`config.mk`:
```
export PLATFORM = sky130hd
export DESIGN_NAME = bkm_monitor
export DESIGN_NICKNAME = d
export VERILOG_FILES = /design/src/hw/bkm_pkg.sv /design/src/hw/bkm_monitor.sv
export SDC_FILE = /design/constraint.sdc
export NUM_CORES = 1
export LEC_CHECK = 0
export BUFFER_PORTS_ARGS = -buffer_cell sky130_fd_sc_hd__clkbuf_2
export CAP_MARGIN = 20
export CORE_MARGIN = 2
export CORE_UTILIZATION = 60
export CTS_CLUSTER_DIAMETER = 200
export DETAILED_ROUTE_END_ITERATION = 7
export GPL_TIMING_DRIVEN = 0
export PLACE_DENSITY = 0.94
export RECOVER_POWER = 100
export SYNTH_ARGS = -nofsm -noshare
export SYNTH_HDL_FRONTEND = slang
export SYNTH_SLANG_ARGS = --single-unit
```
`constraint.sdc`:
```
create_clock -name core_clk -period 5.23 [get_ports core_clk]
set_input_delay 1.046 -clock core_clk [delete_from_list [all_inputs] [get_ports core_clk]]
set_output_delay 1.046 -clock core_clk [all_outputs]
set_load 0.03 [all_outputs]
```
`src/hw/bkm_pkg.sv`:
```
// Purpose: Shared constants and types of the breaker and phase rotation monitor
// Assumes: 200 MHz core clock, APB register access with 32-bit data
// Notes:   Timers count whole 10 ms ticks
package bkm_pkg;
    // ==========================================================
    // Timing
    localparam int unsigned CLK_MHZ          = 200;
    localparam int unsigned TICK_MS          = 10;
    localparam int unsigned TICK_CYCLES      = CLK_MHZ * 1000 * TICK_MS;
    localparam int unsigned CLOSE_HOLD_MS    = 5000;
    localparam int unsigned CLOSE_HOLD_TICKS = (CLOSE_HOLD_MS + TICK_MS - 1) / TICK_MS;
    localparam logic [8:0]  OPEN_TMO_MIN     = 9'h00A;
    localparam logic [8:0]  OPEN_TMO_MAX     = 9'h1F4;
    localparam logic [8:0]  OPEN_TMO_RST     = 9'h0C8;
    localparam logic [3:0]  ATTEMPT_MIN      = 4'h1;
    localparam logic [3:0]  ATTEMPT_MAX      = 4'hA;
    localparam logic [3:0]  ATTEMPT_RST      = 4'h3;

    // ==========================================================
    // Register map, byte addresses
    localparam logic [7:0] ADDR_CTRL     = 8'h00;
    localparam logic [7:0] ADDR_OPEN_TMO = 8'h04;
    localparam logic [7:0] ADDR_STATUS   = 8'h08;
    localparam logic [7:0] ADDR_ACK      = 8'h0C;
    localparam logic [7:0] ADDR_IRQ_STAT = 8'h10;
    localparam logic [7:0] ADDR_IRQ_MASK = 8'h14;

    // Alarm classes, rotation alarm uses all, breaker alarm only A or B
    typedef enum logic [2:0] {
        CLS_A = 3'h0, CLS_B = 3'h1, CLS_C = 3'h2, CLS_D = 3'h3,
        CLS_E = 3'h4, CLS_F = 3'h5, CLS_CONTROL = 3'h6
    } bkm_class_t;

    // Control register layout, bit 19 downward
    typedef struct packed {
        logic [3:0] maxAttempts;      // 19:16
        logic [1:0] rsvd;             // 15:14
        logic       brkClassB;        // 13
        bkm_class_t rotClass;         // 12:10
        logic       rsvd1;            // 9
        logic       singleRotReverse; // 8
        logic       singlePhase;      // 7
        logic       brkLockable;      // 6
        logic       brkSelfAck;       // 5
        logic       rotLockable;      // 4
        logic       rotSelfAck;       // 3
        logic       breakerMonEnable; // 2
        logic       rotationReverse;  // 1
        logic       rotMonEnable;     // 0
    } bkm_cfg_t;

    localparam bkm_cfg_t CFG_RST = '{maxAttempts: ATTEMPT_RST, brkClassB: 1'b1, rotClass: CLS_B,
                                     breakerMonEnable: 1'b1, default: '0};

    // Alarm and interrupt bit positions
    localparam int unsigned ALM_ROT   = 0;
    localparam int unsigned ALM_CLOSE = 1;
    localparam int unsigned ALM_OPEN  = 2;
    localparam int unsigned ALM_W     = 3;

    typedef enum logic [2:0] {
        OS_IDLE = 3'b001, OS_TIMING = 3'b010, OS_DONE = 3'b100
    } bkm_open_state_t;
endpackage : bkm_pkg

```
`src/hw/bkm_monitor.sv`:
```
// Purpose: Breaker close/open supervision and system B phase rotation alarm
// Assumes: All inputs synchronous to core_clk; feedback high means breaker open
// Notes:   Registers over APB, one wait state per transfer
//
// Overview of operation
// - Rotation checked only while rotation enable set; enable resets off.
// - Expected rotation forward (reset) or reverse is configurable.
// - Rotation and breaker alarms carry separate classes; rotation class A to F or Control.
// - Self-acknowledge clears alarm as soon as fault disappears.
// - Otherwise alarm stays latched until manual or external acknowledge.
// - Lockable monitoring checks only while lock input is low.
// - Breaker supervision runs only while breaker enable set; resets on.
// - Issued close commands counted against maximum of 1 to 10.
// - Counter at maximum raises close failure alarm.
// - Counter cleared after feedback low continuously for 5 seconds.
// - Open timer starts with each open sequence; 0.10 to 5.00 s, reset 2.00 s.
// - Feedback still low at timer expiry raises open failure alarm.
// - Breaker alarms use breaker class A or B, reset B.
// - Measured rotation differing from expected raises rotation alarm.
// - Three-phase: evaluate above half voltage; single-phase: take configured rotation.
//
// Design decisions made here: the APB register port and the address map.
`timescale 1ns/1ps
module bkm_monitor import bkm_pkg::*; #(
    parameter int unsigned TICK_LEN = TICK_CYCLES
) (
    input  wire logic        core_clk,
    input  wire logic        rst_n,
    input  wire logic        psel,
    input  wire logic        penable,
    input  wire logic        pwrite,
    input  wire logic [7:0]  paddr,
    input  wire logic [31:0] pwdata,
    output logic [31:0]      prdata,
    output logic             pready,
    output logic             pslverr,
    input  wire logic        closeRequest,
    input  wire logic        openRequest,
    input  wire logic        breakerOpenFeedback,
    input  wire logic        lockMonitoring,
    input  wire logic        extAck,
    input  wire logic        measuredReverse,
    input  wire logic        voltageAboveHalf,
    output logic             breakerCloseCommand,
    output logic             breakerOpenCommand,
    output logic [ALM_W-1:0] alarms,
    output bkm_class_t       rotAlarmClass,
    output bkm_class_t       brkAlarmClass,
    output logic             irq
);
    // ==========================================================
    // Helpers
    function automatic logic alarm_next(input logic cur, input logic fault, input logic selfAck,
                                        input logic ack);
        if (selfAck) begin
            return fault;
        end
        return fault | (cur & ~ack);
    endfunction : alarm_next

    function automatic logic check_on(input logic en, input logic lockable, input logic lock);
        return en & ~(lockable & lock);
    endfunction : check_on

    // ==========================================================
    // Tick generator
    logic [31:0] tickCnt_r, tickCnt_nxt;
    logic        tick_r, tick_nxt;
    always_comb begin
        tickCnt_nxt = tickCnt_r + 32'h1;
        tick_nxt    = 1'b0;
        if (tickCnt_r >= 32'(TICK_LEN - 1)) begin
            tickCnt_nxt = '0;
            tick_nxt    = 1'b1;
        end
    end
    always_ff @(posedge core_clk) begin
        if (!rst_n) begin
            tickCnt_r <= '0;
            tick_r    <= 1'b0;
        end else begin
            tickCnt_r <= tickCnt_nxt;
            tick_r    <= tick_nxt;
        end
    end

    // ==========================================================
    // APB slave and registers
    bkm_cfg_t         cfg_r, cfg_nxt;
    logic [8:0]       openTmo_r, openTmo_nxt;
    logic [ALM_W-1:0] irqStat_r, irqStat_nxt, irqMask_r, irqMask_nxt;
    logic [ALM_W-1:0] alarm_r, alarm_nxt;
    logic             manAck_r, manAck_nxt;
    logic [31:0]      prdata_r, prdata_nxt;
    logic             pready_r, pready_nxt, pslverr_r, pslverr_nxt;
    logic [3:0]       attempts_r;
    logic             wrEn, hit;
    bkm_cfg_t         wcfg;

    always_comb begin
        wcfg        = bkm_cfg_t'(pwdata[$bits(bkm_cfg_t)-1:0]);
        wrEn        = psel & penable & pready_r & pwrite;
        pready_nxt  = psel & penable & ~pready_r;
        hit         = paddr inside {ADDR_CTRL, ADDR_OPEN_TMO, ADDR_STATUS, ADDR_ACK, ADDR_IRQ_STAT, ADDR_IRQ_MASK};
        pslverr_nxt = pready_nxt & ~hit;
        prdata_nxt  = prdata_r;
        cfg_nxt     = cfg_r;
        openTmo_nxt = openTmo_r;
        irqMask_nxt = irqMask_r;
        manAck_nxt  = 1'b0;
        if (pready_nxt && !pwrite) begin
            case (paddr)
                ADDR_CTRL:     prdata_nxt = 32'(cfg_r);
                ADDR_OPEN_TMO: prdata_nxt = 32'(openTmo_r);
                ADDR_STATUS:   prdata_nxt = {20'h0, attempts_r, 5'h0, alarm_r};
                ADDR_IRQ_STAT: prdata_nxt = 32'(irqStat_r);
                ADDR_IRQ_MASK: prdata_nxt = 32'(irqMask_r);
                default:       prdata_nxt = 32'h0;
            endcase
        end
        if (wrEn) begin
            case (paddr)
                ADDR_CTRL: begin
                    cfg_nxt = wcfg;
                    cfg_nxt.rsvd  = '0;
                    cfg_nxt.rsvd1 = 1'b0;
                    if (wcfg.rotClass > CLS_CONTROL) cfg_nxt.rotClass = cfg_r.rotClass;
                    if (wcfg.maxAttempts < ATTEMPT_MIN || wcfg.maxAttempts > ATTEMPT_MAX) begin
                        cfg_nxt.maxAttempts = cfg_r.maxAttempts;
                    end
                end
                ADDR_OPEN_TMO: begin
                    if (pwdata[8:0] >= OPEN_TMO_MIN && pwdata[8:0] <= OPEN_TMO_MAX) begin
                        openTmo_nxt = pwdata[8:0];
                    end
                end
                ADDR_ACK:      manAck_nxt  = pwdata[0];
                ADDR_IRQ_MASK: irqMask_nxt = pwdata[ALM_W-1:0];
                default:       ;
            endcase
        end
        // New alarm edges win over a same-cycle write-one-to-clear
        irqStat_nxt = irqStat_r;
        if (wrEn && paddr == ADDR_IRQ_STAT) irqStat_nxt = irqStat_r & ~pwdata[ALM_W-1:0];
        irqStat_nxt = irqStat_nxt | (alarm_nxt & ~alarm_r);
    end
    always_ff @(posedge core_clk) begin
        if (!rst_n) begin
            cfg_r     <= CFG_RST;
            openTmo_r <= OPEN_TMO_RST;
            irqStat_r <= '0;
            irqMask_r <= '0;
            manAck_r  <= 1'b0;
            prdata_r  <= '0;
            pready_r  <= 1'b0;
            pslverr_r <= 1'b0;
        end else begin
            cfg_r     <= cfg_nxt;
            openTmo_r <= openTmo_nxt;
            irqStat_r <= irqStat_nxt;
            irqMask_r <= irqMask_nxt;
            manAck_r  <= manAck_nxt;
            prdata_r  <= prdata_nxt;
            pready_r  <= pready_nxt;
            pslverr_r <= pslverr_nxt;
        end
    end

    // ==========================================================
    // Close attempt counter and feedback debounce
    logic [3:0]  attempts_nxt;
    logic [15:0] lowTicks_r, lowTicks_nxt;
    logic        closeCmd_r, openCmd_r;
    logic        brkCheck;
    always_comb begin
        brkCheck     = check_on(cfg_r.breakerMonEnable, cfg_r.brkLockable, lockMonitoring);
        attempts_nxt = attempts_r;
        lowTicks_nxt = lowTicks_r;
        if (breakerOpenFeedback) begin
            lowTicks_nxt = '0;
        end else if (tick_r && lowTicks_r < 16'(CLOSE_HOLD_TICKS)) begin
            lowTicks_nxt = lowTicks_r + 16'h1;
        end
        if (closeRequest && attempts_r != 4'hF) begin
            attempts_nxt = attempts_r + 4'h1;
        end
        if (lowTicks_r >= 16'(CLOSE_HOLD_TICKS)) begin
            attempts_nxt = '0;
        end
    end
    always_ff @(posedge core_clk) begin
        if (!rst_n) begin
            attempts_r <= '0;
            lowTicks_r <= '0;
            closeCmd_r <= 1'b0;
            openCmd_r  <= 1'b0;
        end else begin
            attempts_r <= attempts_nxt;
            lowTicks_r <= lowTicks_nxt;
            closeCmd_r <= closeRequest;
            openCmd_r  <= openRequest;
        end
    end

    // ==========================================================
    // Open supervision
    bkm_open_state_t osState_r, osState_nxt;
    logic [8:0]      osTicks_r, osTicks_nxt;
    always_comb begin
        osState_nxt = osState_r;
        osTicks_nxt = osTicks_r;
        case (osState_r)
            OS_IDLE, OS_DONE: begin
                if (openRequest) begin
                    osState_nxt = OS_TIMING;
                    osTicks_nxt = '0;
                end
            end
            OS_TIMING: begin
                if (openRequest) begin
                    osTicks_nxt = '0;
                end else if (breakerOpenFeedback) begin
                    osState_nxt = OS_IDLE;
                end else if (tick_r) begin
                    osTicks_nxt = osTicks_r + 9'h1;
                    if (osTicks_nxt >= openTmo_r) osState_nxt = OS_DONE;
                end
            end
            default: osState_nxt = OS_IDLE;
        endcase
    end
    always_ff @(posedge core_clk) begin
        if (!rst_n) begin
            osState_r <= OS_IDLE;
            osTicks_r <= '0;
        end else begin
            osState_r <= osState_nxt;
            osTicks_r <= osTicks_nxt;
        end
    end

    // ==========================================================
    // Faults and alarms
    logic             rotCheck, rotMeasRev, ack;
    logic [ALM_W-1:0] fault;
    always_comb begin
        ack        = manAck_r | extAck;
        rotCheck   = check_on(cfg_r.rotMonEnable, cfg_r.rotLockable, lockMonitoring)
                   & (cfg_r.singlePhase | voltageAboveHalf);
        rotMeasRev = cfg_r.singlePhase ? cfg_r.singleRotReverse : measuredReverse;
        fault[ALM_ROT]   = rotCheck & (rotMeasRev != cfg_r.rotationReverse);
        fault[ALM_CLOSE] = brkCheck & (attempts_r >= cfg_r.maxAttempts);
        fault[ALM_OPEN]  = brkCheck & (osState_r == OS_DONE) & ~breakerOpenFeedback;
        alarm_nxt[ALM_ROT]   = alarm_next(alarm_r[ALM_ROT], fault[ALM_ROT], cfg_r.rotSelfAck, ack);
        alarm_nxt[ALM_CLOSE] = alarm_next(alarm_r[ALM_CLOSE], fault[ALM_CLOSE], cfg_r.brkSelfAck, ack);
        alarm_nxt[ALM_OPEN]  = alarm_next(alarm_r[ALM_OPEN], fault[ALM_OPEN], cfg_r.brkSelfAck, ack);
    end
    logic irq_r;
    always_ff @(posedge core_clk) begin
        if (!rst_n) begin
            alarm_r <= '0;
            irq_r   <= 1'b0;
        end else begin
            alarm_r <= alarm_nxt;
            irq_r   <= |(irqStat_nxt & irqMask_nxt);
        end
    end

    assign prdata              = prdata_r;
    assign pready              = pready_r;
    assign pslverr             = pslverr_r;
    assign breakerCloseCommand = closeCmd_r;
    assign breakerOpenCommand  = openCmd_r;
    assign alarms              = alarm_r;
    assign rotAlarmClass       = cfg_r.rotClass;
    // Class A encodes as 0 and B as 1, so the stored bit drives the class with no mux
    assign brkAlarmClass       = bkm_class_t'({2'b00, cfg_r.brkClassB});
    assign irq                 = irq_r;
endmodule : bkm_monitor

```
# After elaboration in Yosys (flattened, before gate mapping)
# Index checks and enable logic that the tools add are counted.
# word_totals
ff_bits	138
output_inout_bits	46
wordCells	143
# op_classes
add_sub_neg	4
n_lt_le_gt_ge	10
eq_ne	16
mux	25
bitwise	37
n_reduce_logical	22
# ops
cell	n
$pmux 20 s5	1
$mux 9	4
$add 32x1->32 const B	1
$ge 32x21->1 const B	1
$mux 3	8
$pmux 9 s2	1
$and 1x1->1	17
$add 16x1->16 const B	1
$eq 8x4->1 const B	2
$eq 8x5->1 const B	2
$ge 16x9->1 const B	1
$lt 16x9->1 const B	1
$ne 3x3->1 const B	4
$reduce_and 3->1	4
$mux 1	10
$add 9x1->9 const B	1
$and 3x3->3	3
$ge 9x4->1 const B	1
$ge 9x9->1	1
$le 9x9->1 const B	1
$not 1->1	9
$eq 8x3->1 const B	1
$logic_not 8->1	1
$reduce_and 4->1	2
23 further kinds	36

# Depth between registers and ports, before layout
# Gate-level depths: netlist of run 1.
# depth
word_depth	11
mapped_depth	10
ltp_nobuf	10

# Least setup slack after synthesis of run 1
# No wires, ideal clock.
# synth_path
kind	input port to flip-flop
startpoint	in paddr[1]
endpoint	reg irq_r, in the netlist irq
setup_ns	0.120
t_arrival_ns	2.704
required_time_ns	5.110
path_slack_ns	2.406
stages	6
n_path_buf	1
path_cell_list	or4_4 or4_1 buf_2 mux2i_1 a211oi_1 a211o_1
# synth_via
elab_chain_cells	6
# synth_lines
item	line_no	source
start: declaration	bkm_monitor.sv:32	input wire logic [7:0] paddr,
$eq 8x5->1	bkm_monitor.sv:144	if (wrEn && paddr == ADDR_IRQ_STAT) irqStat_nxt = irqStat_r & ~pwdata[ALM_W-1:0];
$logic_and 1x1->1	bkm_monitor.sv:144	
$mux 3	bkm_monitor.sv:144	
$or 3x3->3	bkm_monitor.sv:145	irqStat_nxt = irqStat_nxt | (alarm_nxt & ~alarm_r);
$and 3x3->3 (*)	bkm_monitor.sv:265	irq_r <= |(irqStat_nxt & irqMask_nxt);
$reduce_or 3->1 (*)	bkm_monitor.sv:265	
end signal: assignment	bkm_monitor.sv:265	
end: declaration	bkm_monitor.sv:258	logic irq_r;
# Mark *: on every way between the ends. The rest lies on a longest branch, timed or not.
# A chain may end at the register's enable or synchronous reset.

# Worst setup path after layout of run 1
# layout_path
startpoint	in paddr[3]
endpoint	reg cfg_r[18] in the netlist's numbering
# layout_via
elab_chain_cells	2
# layout_lines
item	line_no	source
$logic_not 8->1	bkm_monitor.sv:122	case (paddr)
$reduce_and 3->1 (no line)	-	
end signal: assignment	bkm_monitor.sv:158	cfg_r <= cfg_nxt;
end: declaration	bkm_monitor.sv:89	bkm_cfg_t cfg_r, cfg_nxt;
# No other way between the ends.

==> flow_results.org, run 1 <==
** Status
- Outcome :: complete, no violations

** Cells and area
- The post-route netlist has roughly 12% of its cells at a drive strength greater than 1.
- Leaving out filler cells and counting taps, the final layout contains slightly below 900.
- Compared with the post-synthesis result, the final layout area differs by 19.5%.
- Ant. Diodes :: 0
- Counting the fill cells in the layout gives roughly 600.
- The final layout contains about 800 nets.

** Clocking
- Number of clock sinks :: ~120
- In this run the clock root is driven by a sky130_fd_sc_hd__clkbuf_8.
- Counting the buffers created by CTS gives 17.
- The clock tree synthesis step divided the H-tree into 4 levels.
- Clock latency of the later-clocked register in the worst-skew pair :: between 0.5 and 0.6 ns
- Post_cts resized :: 0
- TritonCTS clock tree :: built
- The number of hold buffers added after CTS was 0.
- After clock tree synthesis, the clock-pin slew on the worst setup and hold paths is 0.06 ns.
- Clock Tree Buf Depth :: 2
- Number of setup buffers added after CTS :: 0

** Detailed routing
- Routed vias/inst :: 6.05
- Number of iterations in the first detailed-routing pass :: 5
- Wire length per cell after detailed routing :: 17.2 µm
- Remaining antenna violation count :: 0
- Final WL :: between 15000 and 20000 µm
- Remaining DRCs :: 0
- Iteration-0 DRC Markers :: between 400 and 500
- Total via count after detailed routing :: 5297

** Power and ir drop
- Summed over all cells, the static leakage comes to around 2.7 nW.
- Dividing total power by cell area gives a power density of 336 nW/µm².
- Highest ir drop seen on vdd :: 0.279 mV

** Critical path
- The worst register-to-register path has a setup slack of about 2.7 ns.
- Kind of launch point of the worst setup path :: input port
- At the worst endpoint, the required time is approximately 5.6 ns.
- STA classifies the critical path endpoint as a flop.
- Critical path arrival :: 3.22 ns
- Category of the critical setup timing path :: input port to flop
- Maximum fanout count along the critical path :: 10

** STA
- For the pin with the worst max-slew slack, the measured transition is 0.775 ns.
- Setup violations remaining at the end of the flow were counted as 0.
- The count of final max-slew check failures came to 0.
- Final Skew :: 0.0104 ns
- For this run, the top clock speed supported by timing is 354 MHz.
- The final critical path takes up a little over half of the cycle.
- Headroom to the max-slew limit came out at 47.9%.
- The hold violation total from the final report was 0.
- The worst path needs approximately 2.8 ns of the cycle, external delays included.
- Setup repair after global routing left no endpoint under its margin.
- Sum Neg Setup Slack :: 0 ns

** Place
- After detailed placement, the design holds a cell count of about 840.
- Post-DP HPWL :: between 9000 and 10000 µm
- Routability-driven placement finished with a final weighted congestion of roughly 0.9.
- Input and output buffers added on the ports amount to 64.

** GRT
- Global routing used between 30% and 40% of the available tracks across all layers.
- Pin count of the biggest net entering global routing :: 17
- Grt met2 use :: a little over 50%
- The number of global-route vias before repair came to approximately 5.0k.
- The first global-routing pass estimated roughly 24000 µm of wire.
- Most Crowded Layer GR :: met2
- Global routing used under 10% of the available met3 tracks.
- For this run the aggregate overflow at the end of global routing stands at 0.
- Met1 layer usage reported by global route :: about a third
- The number of antenna violations at the first check in global routing came to 0.

** Yosys
- The synthesized netlist devotes 4.03% of its cell area to adder and majority cells.
- Most used flip-flop cell after synthesis :: sky130_fd_sc_hd__dfxtp_1
- Yosys warns :: 0
- After Yosys synthesis, XOR and XNOR cells account for under 10% of the synthesized area.
- After synthesis, the netlist uses approximately 60 different library cells.
- Sequential elements use between 40% and 50% of the synthesized area.
- Simple-Gate Fraction of Synth Area :: a little over a fifth
- Average footprint of a synthesized cell :: about 8.7 µm²
- Mux share of post-synthesis cell area :: about 3%
- The mapped netlist covers around 5600 µm².
- Top cell type's share of synthesized area :: between 40% and 50%
- By area the synthesized netlist is led by sky130_fd_sc_hd__dfxtp_1 44%, sky130_fd_sc_hd__nor2_1 4.6%, sky130_fd_sc_hd__nand2_1 4.2%.
- The biggest area contributor in the post-synthesis netlist is sky130_fd_sc_hd__dfxtp_1.
- Number of synthesized register bits :: between 100 and 150
- Cells after Synth :: approximately 640
- After synthesis, the share of flip-flops with an asynchronous set or reset is 0%.
- Synth Area in Compound Gates :: between 15 and 20%
- Main combinational cell family by area after synthesis :: simple AND/OR/NAND/NOR gates
- The synthesized design contains 0 enable-type register cells.

** Die
- Once the floorplan was initialized, standard cells occupied approximately 61% of the core.
- Cell Rows :: 35
- Width of the chip :: around 100 µm
- The floorplan step set the die height to a little over 100 µm.
- The region available for standard cell placement spans 9150 µm².
- Number of ports placed on the die boundary :: 98
- Area enclosed by the die boundary :: ~10000 µm²

** Job
- Max-cap violations :: 0

** Worst hold path
- Hold WC Path Type :: flop to flop
-- per-stage QoR --
| stage | setup slack, ns | utilization [%] | hold WS (ns) | total power, mW | cell area, µm² |
|---|---|---|---|---|---|
| floorplan | 2.41 | - | 0.430 | 1.06 | 5690 |
| detailed placement | 2.13 | 67.2 | 0.449 | 1.10 | 6150 |
| CTS | 2.54 | 73.6 | 0.459 | 2.25 | 6740 |
| global placement | 2.16 | 67.2 | 0.437 | 1.10 | 6150 |
| global route | 2.28 | 73.0 | 0.494 | 2.30 | 6680 |
| finish | 2.40 | 73.0 | 0.458 | 2.25 | 6680 |
-- registers in the layout, indices dropped and copies added, names as in the netlist --
register             count
tick_r                   1
osTicks_r                9
breakerOpenCommand       1
manAck_r                 1
alarms                   3
brkAlarmClass            1
irqMask_r                3
irqStat_r                3
tickCnt_r               32
cfg_r                   13
pready                   1
osState_r                3
openTmo_r                9
irq                      1
breakerCloseCommand      1
attempts_r               4
pslverr                  1
lowTicks_r              16
rotAlarmClass            3
prdata                  18
-- final timing paths --
kind                                    from  cells after the start           end
worst min register to register     prdata[0]                      2     prdata[0]
worst min-delay path               prdata[0]                      2     prdata[0]
worst max-delay path                paddr[3]                      6     cfg_r[18]
worst max register to register  osTicks_r[0]                     10  osState_r[2]
-- cell usage in the layout (no fill, tap or decap), types with 4 or more instances in the layout --
cell,count
sky130_fd_sc_hd__clkbuf_1,57
sky130_fd_sc_hd__conb_1,27
sky130_fd_sc_hd__a22oi_1,10
sky130_fd_sc_hd__clkbuf_2,30
sky130_fd_sc_hd__mux2i_1,12
sky130_fd_sc_hd__a22o_1,5
sky130_fd_sc_hd__nand3_1,32
sky130_fd_sc_hd__ha_1,18
sky130_fd_sc_hd__clkinv_4,5
sky130_fd_sc_hd__o21a_1,7
sky130_fd_sc_hd__nor3b_1,4
sky130_fd_sc_hd__nor2_1,69
sky130_fd_sc_hd__dfxtp_1,124
sky130_fd_sc_hd__xnor2_1,15
sky130_fd_sc_hd__xor2_1,19
sky130_fd_sc_hd__clkbuf_16,16
sky130_fd_sc_hd__buf_4,20
sky130_fd_sc_hd__and3_1,12
sky130_fd_sc_hd__a21oi_1,38
sky130_fd_sc_hd__nor3_1,14
sky130_fd_sc_hd__o211ai_1,5
sky130_fd_sc_hd__nor2b_1,5
sky130_fd_sc_hd__inv_1,30
sky130_fd_sc_hd__a31oi_1,4
sky130_fd_sc_hd__or3_1,5
sky130_fd_sc_hd__nand2_1,63
sky130_fd_sc_hd__nor4_1,8
sky130_fd_sc_hd__a211oi_1,6
sky130_fd_sc_hd__and4_1,4
sky130_fd_sc_hd__o21ai_0,27
sky130_fd_sc_hd__nand4_1,12
-- synthesized netlist by cell type, drive strengths merged, types with 3 or more instances --
| library cell | number |
|---|---|
| nand4 | 12 |
| ha | 18 |
| or2 | 3 |
| o21a | 7 |
| o211ai | 5 |
| nand2b | 3 |
| nor2 | 69 |
| a22o | 5 |
| xnor2 | 15 |
| nand3 | 32 |
| nor3 | 14 |
| mux2i | 12 |
| dfxtp | 124 |
| a21boi | 3 |
| inv | 30 |
| and2 | 6 |
| a31oi | 4 |
| nor3b | 4 |
| a211oi | 6 |
| a22oi | 10 |
| o2111ai | 3 |
| xor2 | 19 |
| o221a | 3 |
| clkbuf | 22 |
| nand2 | 63 |
| and4 | 4 |
| a21oi | 38 |
| and3 | 12 |
| or4 | 4 |
| buf | 22 |
| o21ai | 27 |
| nor2b | 5 |
| nor4 | 8 |
| or3 | 5 |
-- per-layer routing --
metal / vias to the layer above / share of wire, %
met2: 328 / 48
met4: 0 / 4.9
met5: - / 0
li1: 2454 / -
met1: 2429 / 38
met3: 86 / 9.1
-- power by group --
part           switching, mW  leakage (nW)  internal (mW)
sequential           0.00860          1.01          0.956
combinational         0.0824          1.38         0.0398
clock                  0.460         0.284          0.700
total                  0.551          2.67           1.70
-- cell type report --
| type | instances | area (µm²) | share of cell area (%) |
|---|---|---|---|
| Multi-Input combinational cell | 471 | 2830 | 42.4 |
| Sequential cell | 124 | 2480 | 37.1 |
| Clock buffer | 18 | 428 | 6.40 |
| Timing Repair Buffer | 64 | 278 | 4.16 |
| Buffer | 44 | 250 | 3.74 |
| Clock inverter | 14 | 161 | 2.42 |
| Tap cell | 111 | 139 | 2.08 |
| Inverter | 30 | 113 | 1.69 |
-- cell families after synthesis --
kind of cell / Yosys count
other cells: 1
flops: 124
compound gates: 128
fa+ha+maj: 18
buf+inv: 74
mux: 15
xor+xnor: 34
simple gates: 249
-- worst max-delay path: stages --
cell and delay, ns:
sky130_fd_sc_hd__clkbuf_1 0.15, sky130_fd_sc_hd__nor4_1 0.59, sky130_fd_sc_hd__nand4_1 0.56, sky130_fd_sc_hd__a21oi_1 0.54, sky130_fd_sc_hd__mux2i_1 0.27, sky130_fd_sc_hd__nor2_1 0.05
(Power assumes the default switching activity.)
==> run 2: changes to the inputs <==
--- a/config.mk
+++ b/config.mk
@@ -8,11 +8,11 @@
 export BUFFER_PORTS_ARGS = -buffer_cell sky130_fd_sc_hd__clkbuf_2
 export CAP_MARGIN = 20
 export CORE_MARGIN = 2
-export CORE_UTILIZATION = 60
+export CORE_UTILIZATION = 56
 export CTS_CLUSTER_DIAMETER = 200
 export DETAILED_ROUTE_END_ITERATION = 7
 export GPL_TIMING_DRIVEN = 0
-export PLACE_DENSITY = 0.94
+export PLACE_DENSITY = 0.89
 export RECOVER_POWER = 100
 export SYNTH_ARGS = -nofsm -noshare
 export SYNTH_HDL_FRONTEND = slang
==> constraint.sdc (replaced) <==
create_clock -name core_clk -period 2.66 [get_ports core_clk]
set_input_delay 0.532 -clock core_clk [delete_from_list [all_inputs] [get_ports core_clk]]
set_output_delay 0.532 -clock core_clk [all_outputs]
set_load 0.03 [all_outputs]
==> run 2 against run 1 <==
Clock skew shrank 0.0054 ns; global-route usage shrank 4.1 points; clock power grew 77%; via count shrank 2.1%; die area grew 6.9%.
==> flow_results.org, run 2 (same netlist as run 1, synthesis figures left out) <==
** Clocking
- Number of CTS-inserted buffers :: 17 (unchanged)
- Clock Tree Buf Depth :: 2 (unchanged)
- The hold-fix buffer count after cts was 0 (unchanged).
- The clock transition time at the flip-flop clock pins of the worst setup and hold paths came to 0.06 ns (about the same).
- Number of clock sinks :: 124 (unchanged)
- The root buffer cell is sky130_fd_sc_hd__clkbuf_8 (unchanged).
- Clock latency of the later-clocked register in the worst-skew pair :: 0.52 ns (about the same)
- The number of resized instances in the post-cts repair step was 0 (unchanged).
- The maximum level of the CTS H-tree was 4 (unchanged).
- The CTS tree is built (unchanged).
- Number of setup buffers added after CTS :: 0 (unchanged)

** GRT
- The global route total overflow was 0 (unchanged).
- GRT Util Overall :: 26.4% (was 30.5%)
- Pin count of the biggest net entering global routing :: 17 (unchanged)
- Global-route wire length before repair :: 23100 µm (was 23900 µm)
- Via count of the first global-routing pass :: 5002 (was 5044)
- The number of antenna violations at the first check in global routing is 0 (unchanged).

** Power and ir drop
- The switching share of total power was 22.9% (was 24.5%).
- LEAKAGE :: 2.64 nW (was 2.67 nW)
- Share of power burned in registers :: 45.3% (was 42.9%)
- P per Cell Area :: 629 nW/µm² (was 336 nW/µm²)
- Sw power :: 0.961 mW (was 0.551 mW)
- Proportion of power drawn by combinational gates :: 5.7% (was 5.4%)
- Highest ir drop seen on vdd :: 0.449 mV (was 0.279 mV)
- The relative contribution of the clock network to total power came to 49.0% (was 51.6%).
- Internal power of the cells :: 3.23 mW (was 1.70 mW)
- Pwr Total :: 4.19 mW (was 2.25 mW)

** Place
- Post-DP HPWL :: 10400 µm (was 9980 µm)
- Placer Congestion :: 0.913 (about the same)
- The quantity of I/O buffers inserted on ports was 64 (unchanged).

** Cells and area
- Largest reg by FF count :: tickCnt_r (unchanged)
- The number of nets at the end of the flow was 822 (unchanged).
- The area added between synthesis and finish came to 19.1% (was 19.5%).
- Fraction of the core area covered by cells at the end of the flow :: 68.5% (was 73.0%)
- The share of layout cells above drive strength 1 is 12.3% (was 12.2%).
- The most common cell after layout, fill and taps aside was sky130_fd_sc_hd__dfxtp_1 (unchanged).
- Multi-input gate area :: 2850 µm² (was 2830 µm²)
- Sequential cell area in the final layout :: 2480 µm² (unchanged)
- The total inserted antenna cells was 0 (unchanged).
- Commonest cells after routing, fill and taps aside: 124 x sky130_fd_sc_hd__dfxtp_1, 68 x sky130_fd_sc_hd__nor2_1, 63 x sky130_fd_sc_hd__nand2_1 (was 124 x sky130_fd_sc_hd__dfxtp_1, 69 x sky130_fd_sc_hd__nor2_1, 63 x sky130_fd_sc_hd__nand2_1).
- The filler cell count in the final layout was 782 (was 608).
- Max FFs per register :: 32 (unchanged)

** Critical path
- Kind of launch point of the worst setup path :: flop (was input port)
- The reg-to-reg critical path endpoint is osState_r[2] (unchanged).
- The critical path endpoint category is a flop (unchanged).
- Maximum fanout count along the critical path :: 5 (was 10)
- Critical path arrival :: 2.92 ns (was 3.22 ns)
- Worst reg-to-reg setup slack :: 0.15 ns (was 2.67 ns)
- Reg-to-reg startpoint :: osTicks_r[0] (unchanged)
- Category of the critical setup timing path :: flop to flop (was input port to flop)
- The worst-case reg-to-reg path depth came to 10 (unchanged).
- Required time worst endpoint :: 3.07 ns (was 5.62 ns)

** Detailed routing
- The residual antenna-violating net count after detailed routing is 0 (unchanged).
- Iteration-0 DRC Markers :: 446 (was 497)
- The total length of routed wires came to 14300 µm (was 15000 µm).
- Routed vias/inst :: 5.79 (was 6.05)
- The total number of vias was 5184 (was 5297).
- The per-cell routed wire length is 16.0 µm (was 17.2 µm).
- The detailed-routing iteration count for the pre-antenna-repair pass was 7 (was 5).
- Remaining DRCs :: 0 (unchanged)

** Worst hold path
- The end point of the worst hold path was brkAlarmClass[0] (was prdata[0]).
- The worst hold path startpoint was pwdata[13] (was prdata[0]).
- Cells on Worst Hold Path :: 3 (was 2)
- The worst min-delay path class is input port to flop (was flop to flop).

** Die
- The full die area is 10800 µm² (was 10100 µm²).
- The standard cell core area is 9730 µm² (was 9150 µm²).
- The number of rows created at floorplan came to 36 (was 35).
- Width of the chip :: 104 µm (was 101 µm)
- Starting utilization of the core area :: 57.5% (was 61.1%)
- The die height is 104 µm (was 101 µm).
- Number of ports placed on the die boundary :: 98 (unchanged)

** Job
- Max-cap violations :: 0 (unchanged)

** STA
- Derived from the worst setup path, the maximum achievable clock frequency is 398 MHz.
- Final Cycle Share :: between 90% and 100%
- The worst clock skew came to 0.00503 ns (was 0.0104 ns).
- Final Hold Fails :: 0 (unchanged)
- The max-slew headroom at the worst pin was 52.5% (was 47.9%).
- Number of pins exceeding their max-slew limit in the final report :: 0 (unchanged)
- Tmin final :: approximately 2.5 ns
- Setup repair after global routing missed its margin: false (unchanged).
- Sum Neg Setup Slack :: 0 ns (unchanged)
- The count of endpoints failing setup in the final report is 0 (unchanged).
- The transition time of the tightest slew-check pin was 0.708 ns (was 0.775 ns).

** Status
- Outcome :: complete, no violations (unchanged)
## run 2: changes by cell type in the layout (fill, tap and decap cells not counted), moves of 2 or more
cell and delta:
sky130_fd_sc_hd__and2_0 +2, sky130_fd_sc_hd__and2_1 -2, sky130_fd_sc_hd__clkbuf_2 +2, sky130_fd_sc_hd__clkinv_2 +4, sky130_fd_sc_hd__clkinv_4 -5, sky130_fd_sc_hd__inv_6 -3
## run 2: routing by layer
layer	global-route usage [%]	vias up	share of wire [%]
met3	6.58	57	8.3
li1	-	2442	-
met1	30.3	2422	39
met4	11.5	0	3.2
met2	46.3	263	49
met5	0	-	0
## run 2: final cells by class
cell class	instances	area share [%]
clock buffers	22	6.80
well taps	133	2.50
plain buffers	44	3.76
repair buffers	64	4.21
inverters	30	1.69
clock inverters	8	1.05
flip-flops and latches	124	37.3
multi-input cells	471	42.7
## run 2: per-stage QoR
stage / setup slack, ns / cells / instance area (µm²) / hold slack [ns]
floorplan: 0.350 / 669 / 5690 / 0.430
global placement: 0.0993 / 866 / 6180 / 0.437
detailed placement: -0.0373 / 866 / 6180 / 0.446
CTS: 0.0313 / 896 / 6700 / 0.234
global route: 0.0145 / 896 / 6660 / 0.241
finish: 0.146 / 896 / 6660 / 0.249
## run 2: worst max-delay path, cell delays in order, from the launching register on
cell	delay (ns)
sky130_fd_sc_hd__dfxtp_1	0.39
sky130_fd_sc_hd__ha_2	0.24
sky130_fd_sc_hd__nand3_2	0.16
sky130_fd_sc_hd__nor3_2	0.23
sky130_fd_sc_hd__xnor2_1	0.15
sky130_fd_sc_hd__inv_1	0.08
sky130_fd_sc_hd__ha_1	0.28
sky130_fd_sc_hd__and4_1	0.22
sky130_fd_sc_hd__a21oi_1	0.18
sky130_fd_sc_hd__o211ai_1	0.17
sky130_fd_sc_hd__a32o_1	0.29
## run 2: worst max-delay path by stage
stage / depth (start not counted) / end / from
after floorplan: 6 / irq / paddr[1]
after global placement: 6 / cfg_r[16] / paddr[1]
after detailed placement: 6 / cfg_r[16] / paddr[1]
after CTS: 10 / osState_r[2] / osTicks_r[0]
after global routing: 10 / osState_r[2] / osTicks_r[0]
final: 10 / osState_r[2] / osTicks_r[0]
## run 2: power groups by stage
stage	logic, mW	registers [mW]	clock network [mW]
floorplan	0.142	1.94	0
global placement	0.224	1.93	0
detailed placement	0.233	1.94	0
CTS	0.235	1.90	2.06
global route	0.258	1.90	2.14
finish	0.238	1.90	2.05
==> run 3: changes to the inputs <==
--- a/config.mk
+++ b/config.mk
@@ -8,11 +8,11 @@
 export BUFFER_PORTS_ARGS = -buffer_cell sky130_fd_sc_hd__clkbuf_2
 export CAP_MARGIN = 20
 export CORE_MARGIN = 2
-export CORE_UTILIZATION = 56
+export CORE_UTILIZATION = 45
 export CTS_CLUSTER_DIAMETER = 200
 export DETAILED_ROUTE_END_ITERATION = 7
 export GPL_TIMING_DRIVEN = 0
-export PLACE_DENSITY = 0.89
+export PLACE_DENSITY = 0.75
 export RECOVER_POWER = 100
 export SYNTH_ARGS = -nofsm -noshare
 export SYNTH_HDL_FRONTEND = slang
==> run 3 against run 2 <==
First-iteration DRC count fell by 31%; hold slack improved by 0.097 ns; clock skew about the same; largest cell class unchanged.
==> flow_results.org, run 3 (same netlist as run 1, synthesis figures left out) <==
** Critical path
- Element type at the critical path end :: flop (unchanged)
- Largest incremental delay on the critical path :: 0.43 ns (was 0.39 ns)
- CP Launch Point :: osTicks_r[0] (unchanged)
- Kind of launch point of the worst setup path :: flop (unchanged)
- The kind of critical path is flop to flop (unchanged).
- CP Cell Sequence :: ha_4 > nand3_2 > nor3_2 > xnor2_1 > inv_1 > ha_1 > and4_1 > a21oi_1 > o211ai_1 > a32o_1 (was ha_2 > nand3_2 > nor3_2 > xnor2_1 > inv_1 > ha_1 > and4_1 > a21oi_1 > o211ai_1 > a32o_1)
- Critical path arrival :: 2.83 ns (was 2.92 ns)
- Worst reg-to-reg setup slack :: 0.13 ns (was 0.15 ns)
- The gate family responsible for the most delay along the worst path is compound AO/OA/AOI/OAI gates (unchanged).
- The startpoint of the lowest-slack register-to-register path was osTicks_r[0] (unchanged).
- The worst-case reg-to-reg path depth came to 10 (unchanged).
- Required time worst endpoint :: 2.97 ns (was 3.07 ns)
- The worst-path maximum fanout came to 5 (unchanged).
- The cell with the largest stage delay on the worst path is sky130_fd_sc_hd__dfxtp_1 (unchanged).
- Capture point of the worst reg-to-reg path :: osState_r[2] (unchanged)
- The buffering stage count on the worst path with inverters included was 1 (unchanged).

** Cells and area
- The total area of multi-input combinational cells is 2860 µm² (was 2850 µm²).
- Proportion of layout cells with a drive suffix above 1 :: 12.4% (was 12.3%)
- The register with the most flip-flops is tickCnt_r (unchanged).
- The post-layout instance count excluding filler cells came to 933 (was 896).
- The area added between synthesis and finish came to 21.0% (was 19.1%).
- Ant. Diodes :: 0 (unchanged)
- The number of nets at the end of the flow came to 822 (unchanged).
- Max FFs per register :: 32 (unchanged)
- The sequential cell area in the final layout was 2480 µm² (unchanged).
- Commonest cells after routing, fill and taps aside :: 124 x sky130_fd_sc_hd__dfxtp_1, 68 x sky130_fd_sc_hd__nor2_1, 63 x sky130_fd_sc_hd__nand2_1 (unchanged)
- FILL cells :: 1049 (was 782)
- Most common library cell in the layout ignoring fill and taps :: sky130_fd_sc_hd__dfxtp_1 (unchanged)

** Clocking
- The number of buffers between clock root and the deepest sink is 2 (unchanged).
- TritonCTS clock tree :: built (unchanged)
- The number of resized instances in the post-cts repair step was 0 (unchanged).
- The number of sinks handled by clock tree synthesis came to 124 (unchanged).
- The hold-fix buffer count after cts came to 0 (unchanged).
- The number of buffers inserted during clock tree synthesis was 17 (unchanged).
- Number of setup buffers added after CTS :: 0 (unchanged)
- Root buffer cell :: sky130_fd_sc_hd__clkbuf_16 (was sky130_fd_sc_hd__clkbuf_8)
- Clk pin slew, worst setup/hold paths :: 0.05 ns (was 0.06 ns)
- The maximum level of the CTS H-tree is 4 (unchanged).
- Clock latency of the later-clocked register in the worst-skew pair :: 0.41 ns (was 0.52 ns)

** STA
- The worst hold slack across all endpoints was 0.346 ns (was 0.249 ns).
- Setup repair after global routing missed its margin :: false (unchanged)
- Final Skew :: 0.00552 ns (was 0.00503 ns)
- Worst-case headroom to the max-slew limit :: 48.6% (was 52.5%)
- Worst Max-Slew Pin Slew :: 0.765 ns (was 0.708 ns)
- Sum Neg Setup Slack :: 0 ns (unchanged)
- The post-route worst setup slack was 0.134 ns (was 0.146 ns).
- The hold violation total from the final report was 0 (unchanged).
- The count of endpoints failing setup in the final report is 0 (unchanged).
- Number of pins exceeding their max-slew limit in the final report :: 0 (unchanged)
- Timing-limited maximum frequency :: 396 MHz (was 398 MHz)
- The clock period minus worst slack was 2.53 ns (was 2.51 ns).
- The ratio of final minimum period to clock period came to 95.0% (was 94.5%).

** Worst hold path
- The end point of the worst hold path was brkAlarmClass[0] (unchanged).
- Cells on Worst Hold Path :: 3 (unchanged)
- The worst hold path startpoint is pwdata[13] (unchanged).
- The worst min-delay path class is input port to flop (unchanged).

** Detailed routing
- Remaining antenna violation count :: 0 (unchanged)
- Total via count after detailed routing :: 4986 (was 5184)
- Iteration-0 DRC Markers :: 309 (was 446)
- The mean number of vias per cell was 5.34 (was 5.79).
- The per-cell routed wire length was 14.9 µm (was 16.0 µm).
- Number of iterations in the first detailed-routing pass :: 5 (was 7)
- Remaining DRCs :: 0 (unchanged)
- Final WL :: 13900 µm (was 14300 µm)

** Power and ir drop
- LEAKAGE :: 2.67 nW (was 2.64 nW)
- The total power divided by cell area was 643 nW/µm² (was 629 nW/µm²).
- Highest ir drop seen on vdd :: 0.424 mV (was 0.449 mV)

** GRT
- The first-pass GRT wire length came to 22700 µm (was 23100 µm).
- The largest net degree at the start of global routing is 17 (unchanged).
- The number of antenna violations at the first check in global routing came to 0 (unchanged).
- GRT Residual Overflow :: 0 (unchanged)
- The number of global-route vias before repair is 4808 (was 5002).
- GRT Util Overall :: 21.7% (was 26.4%)

** Place
- Cell count after placement :: 901 (was 866)
- Placer Congestion :: 0.912 (was 0.913)
- Worst slack at placement :: -0.00948 ns (was -0.0373 ns)
- The HPWL after detailed placement was 10100 µm (was 10400 µm).
- The quantity of I/O buffers inserted on ports is 64 (unchanged).

** Die
- Cell Rows :: 40 (was 36)
- The full die area is 13300 µm² (was 10800 µm²).
- The starting utilization of the core area came to 46.4% (was 57.5%).
- The die height is 115 µm (was 104 µm).
- Core Box Area :: 12100 µm² (was 9730 µm²)
- Width of the chip :: 115 µm (was 104 µm)
- The number of top-level design ports is 98 (unchanged).

** Status
- Outcome: complete, no violations (unchanged).

** Job
- Max-cap violations :: 0 (unchanged)
## run 3: cell types whose count changed in the layout (fill, tap and decap cells not counted), sizes merged
cell	before	now
clkbuf	110	114
clkinv	5	4
clkinvlp	2	1
## run 3: worst max-delay path by stage
| stage | endpoint | slack, ns | cells after the start |
|---|---|---|---|
| global route | osState_r[2] | 0.009 | 10 |
| CTS | osState_r[2] | 0.02 | 10 |
| floorplan | irq | 0.35 | 6 |
| finish | osState_r[2] | 0.13 | 10 |
| detailed placement | cfg_r[18] | -0.009 | 6 |
| global placement | cfg_r[16] | 0.05 | 6 |
## run 3: report_power, final
part | internal (mW) | switching, mW | total, mW
registers | 1.88 | 0.0155 | 1.90
logic | 0.0783 | 0.159 | 0.238
clock network | 1.43 | 0.791 | 2.22
## run 3: metal layers
layer	part of all wire [%]	global-route usage (%)	vias up
met4	2.9	10.6	0
met1	44	27.2	2355
met3	6.3	5.33	34
met5	0	0	-
li1	-	-	2437
met2	46	35.1	160
## run 3: final cells by class
cell class | count | area share [%]
Tap cell | 168 | 3.11
Buffer | 44 | 3.70
Clock inverter | 6 | 0.850
Inverter | 30 | 1.66
Clock buffer | 26 | 7.67
Timing Repair Buffer | 64 | 4.12
Multi-Input combinational cell | 471 | 42.2
Sequential cell | 124 | 36.7
## run 3: metrics by stage
step | total power [mW] | cell area, µm² | util [%]
floorplan | 2.08 | 5690 | -
global placement | 2.16 | 6220 | 51.6
detailed placement | 2.17 | 6220 | 51.6
CTS | 4.37 | 6800 | 56.3
global route | 4.50 | 6770 | 56.1
finish | 4.35 | 6770 | 56.1
## run 3: worst reg2reg max path, stage by stage, from the launching register on
cell	delay [ns]
sky130_fd_sc_hd__dfxtp_1	0.43
sky130_fd_sc_hd__ha_4	0.20
sky130_fd_sc_hd__nand3_2	0.15
sky130_fd_sc_hd__nor3_2	0.23
sky130_fd_sc_hd__xnor2_1	0.17
sky130_fd_sc_hd__inv_1	0.07
sky130_fd_sc_hd__ha_1	0.30
sky130_fd_sc_hd__and4_1	0.22
sky130_fd_sc_hd__a21oi_1	0.18
sky130_fd_sc_hd__o211ai_1	0.19
sky130_fd_sc_hd__a32o_1	0.29
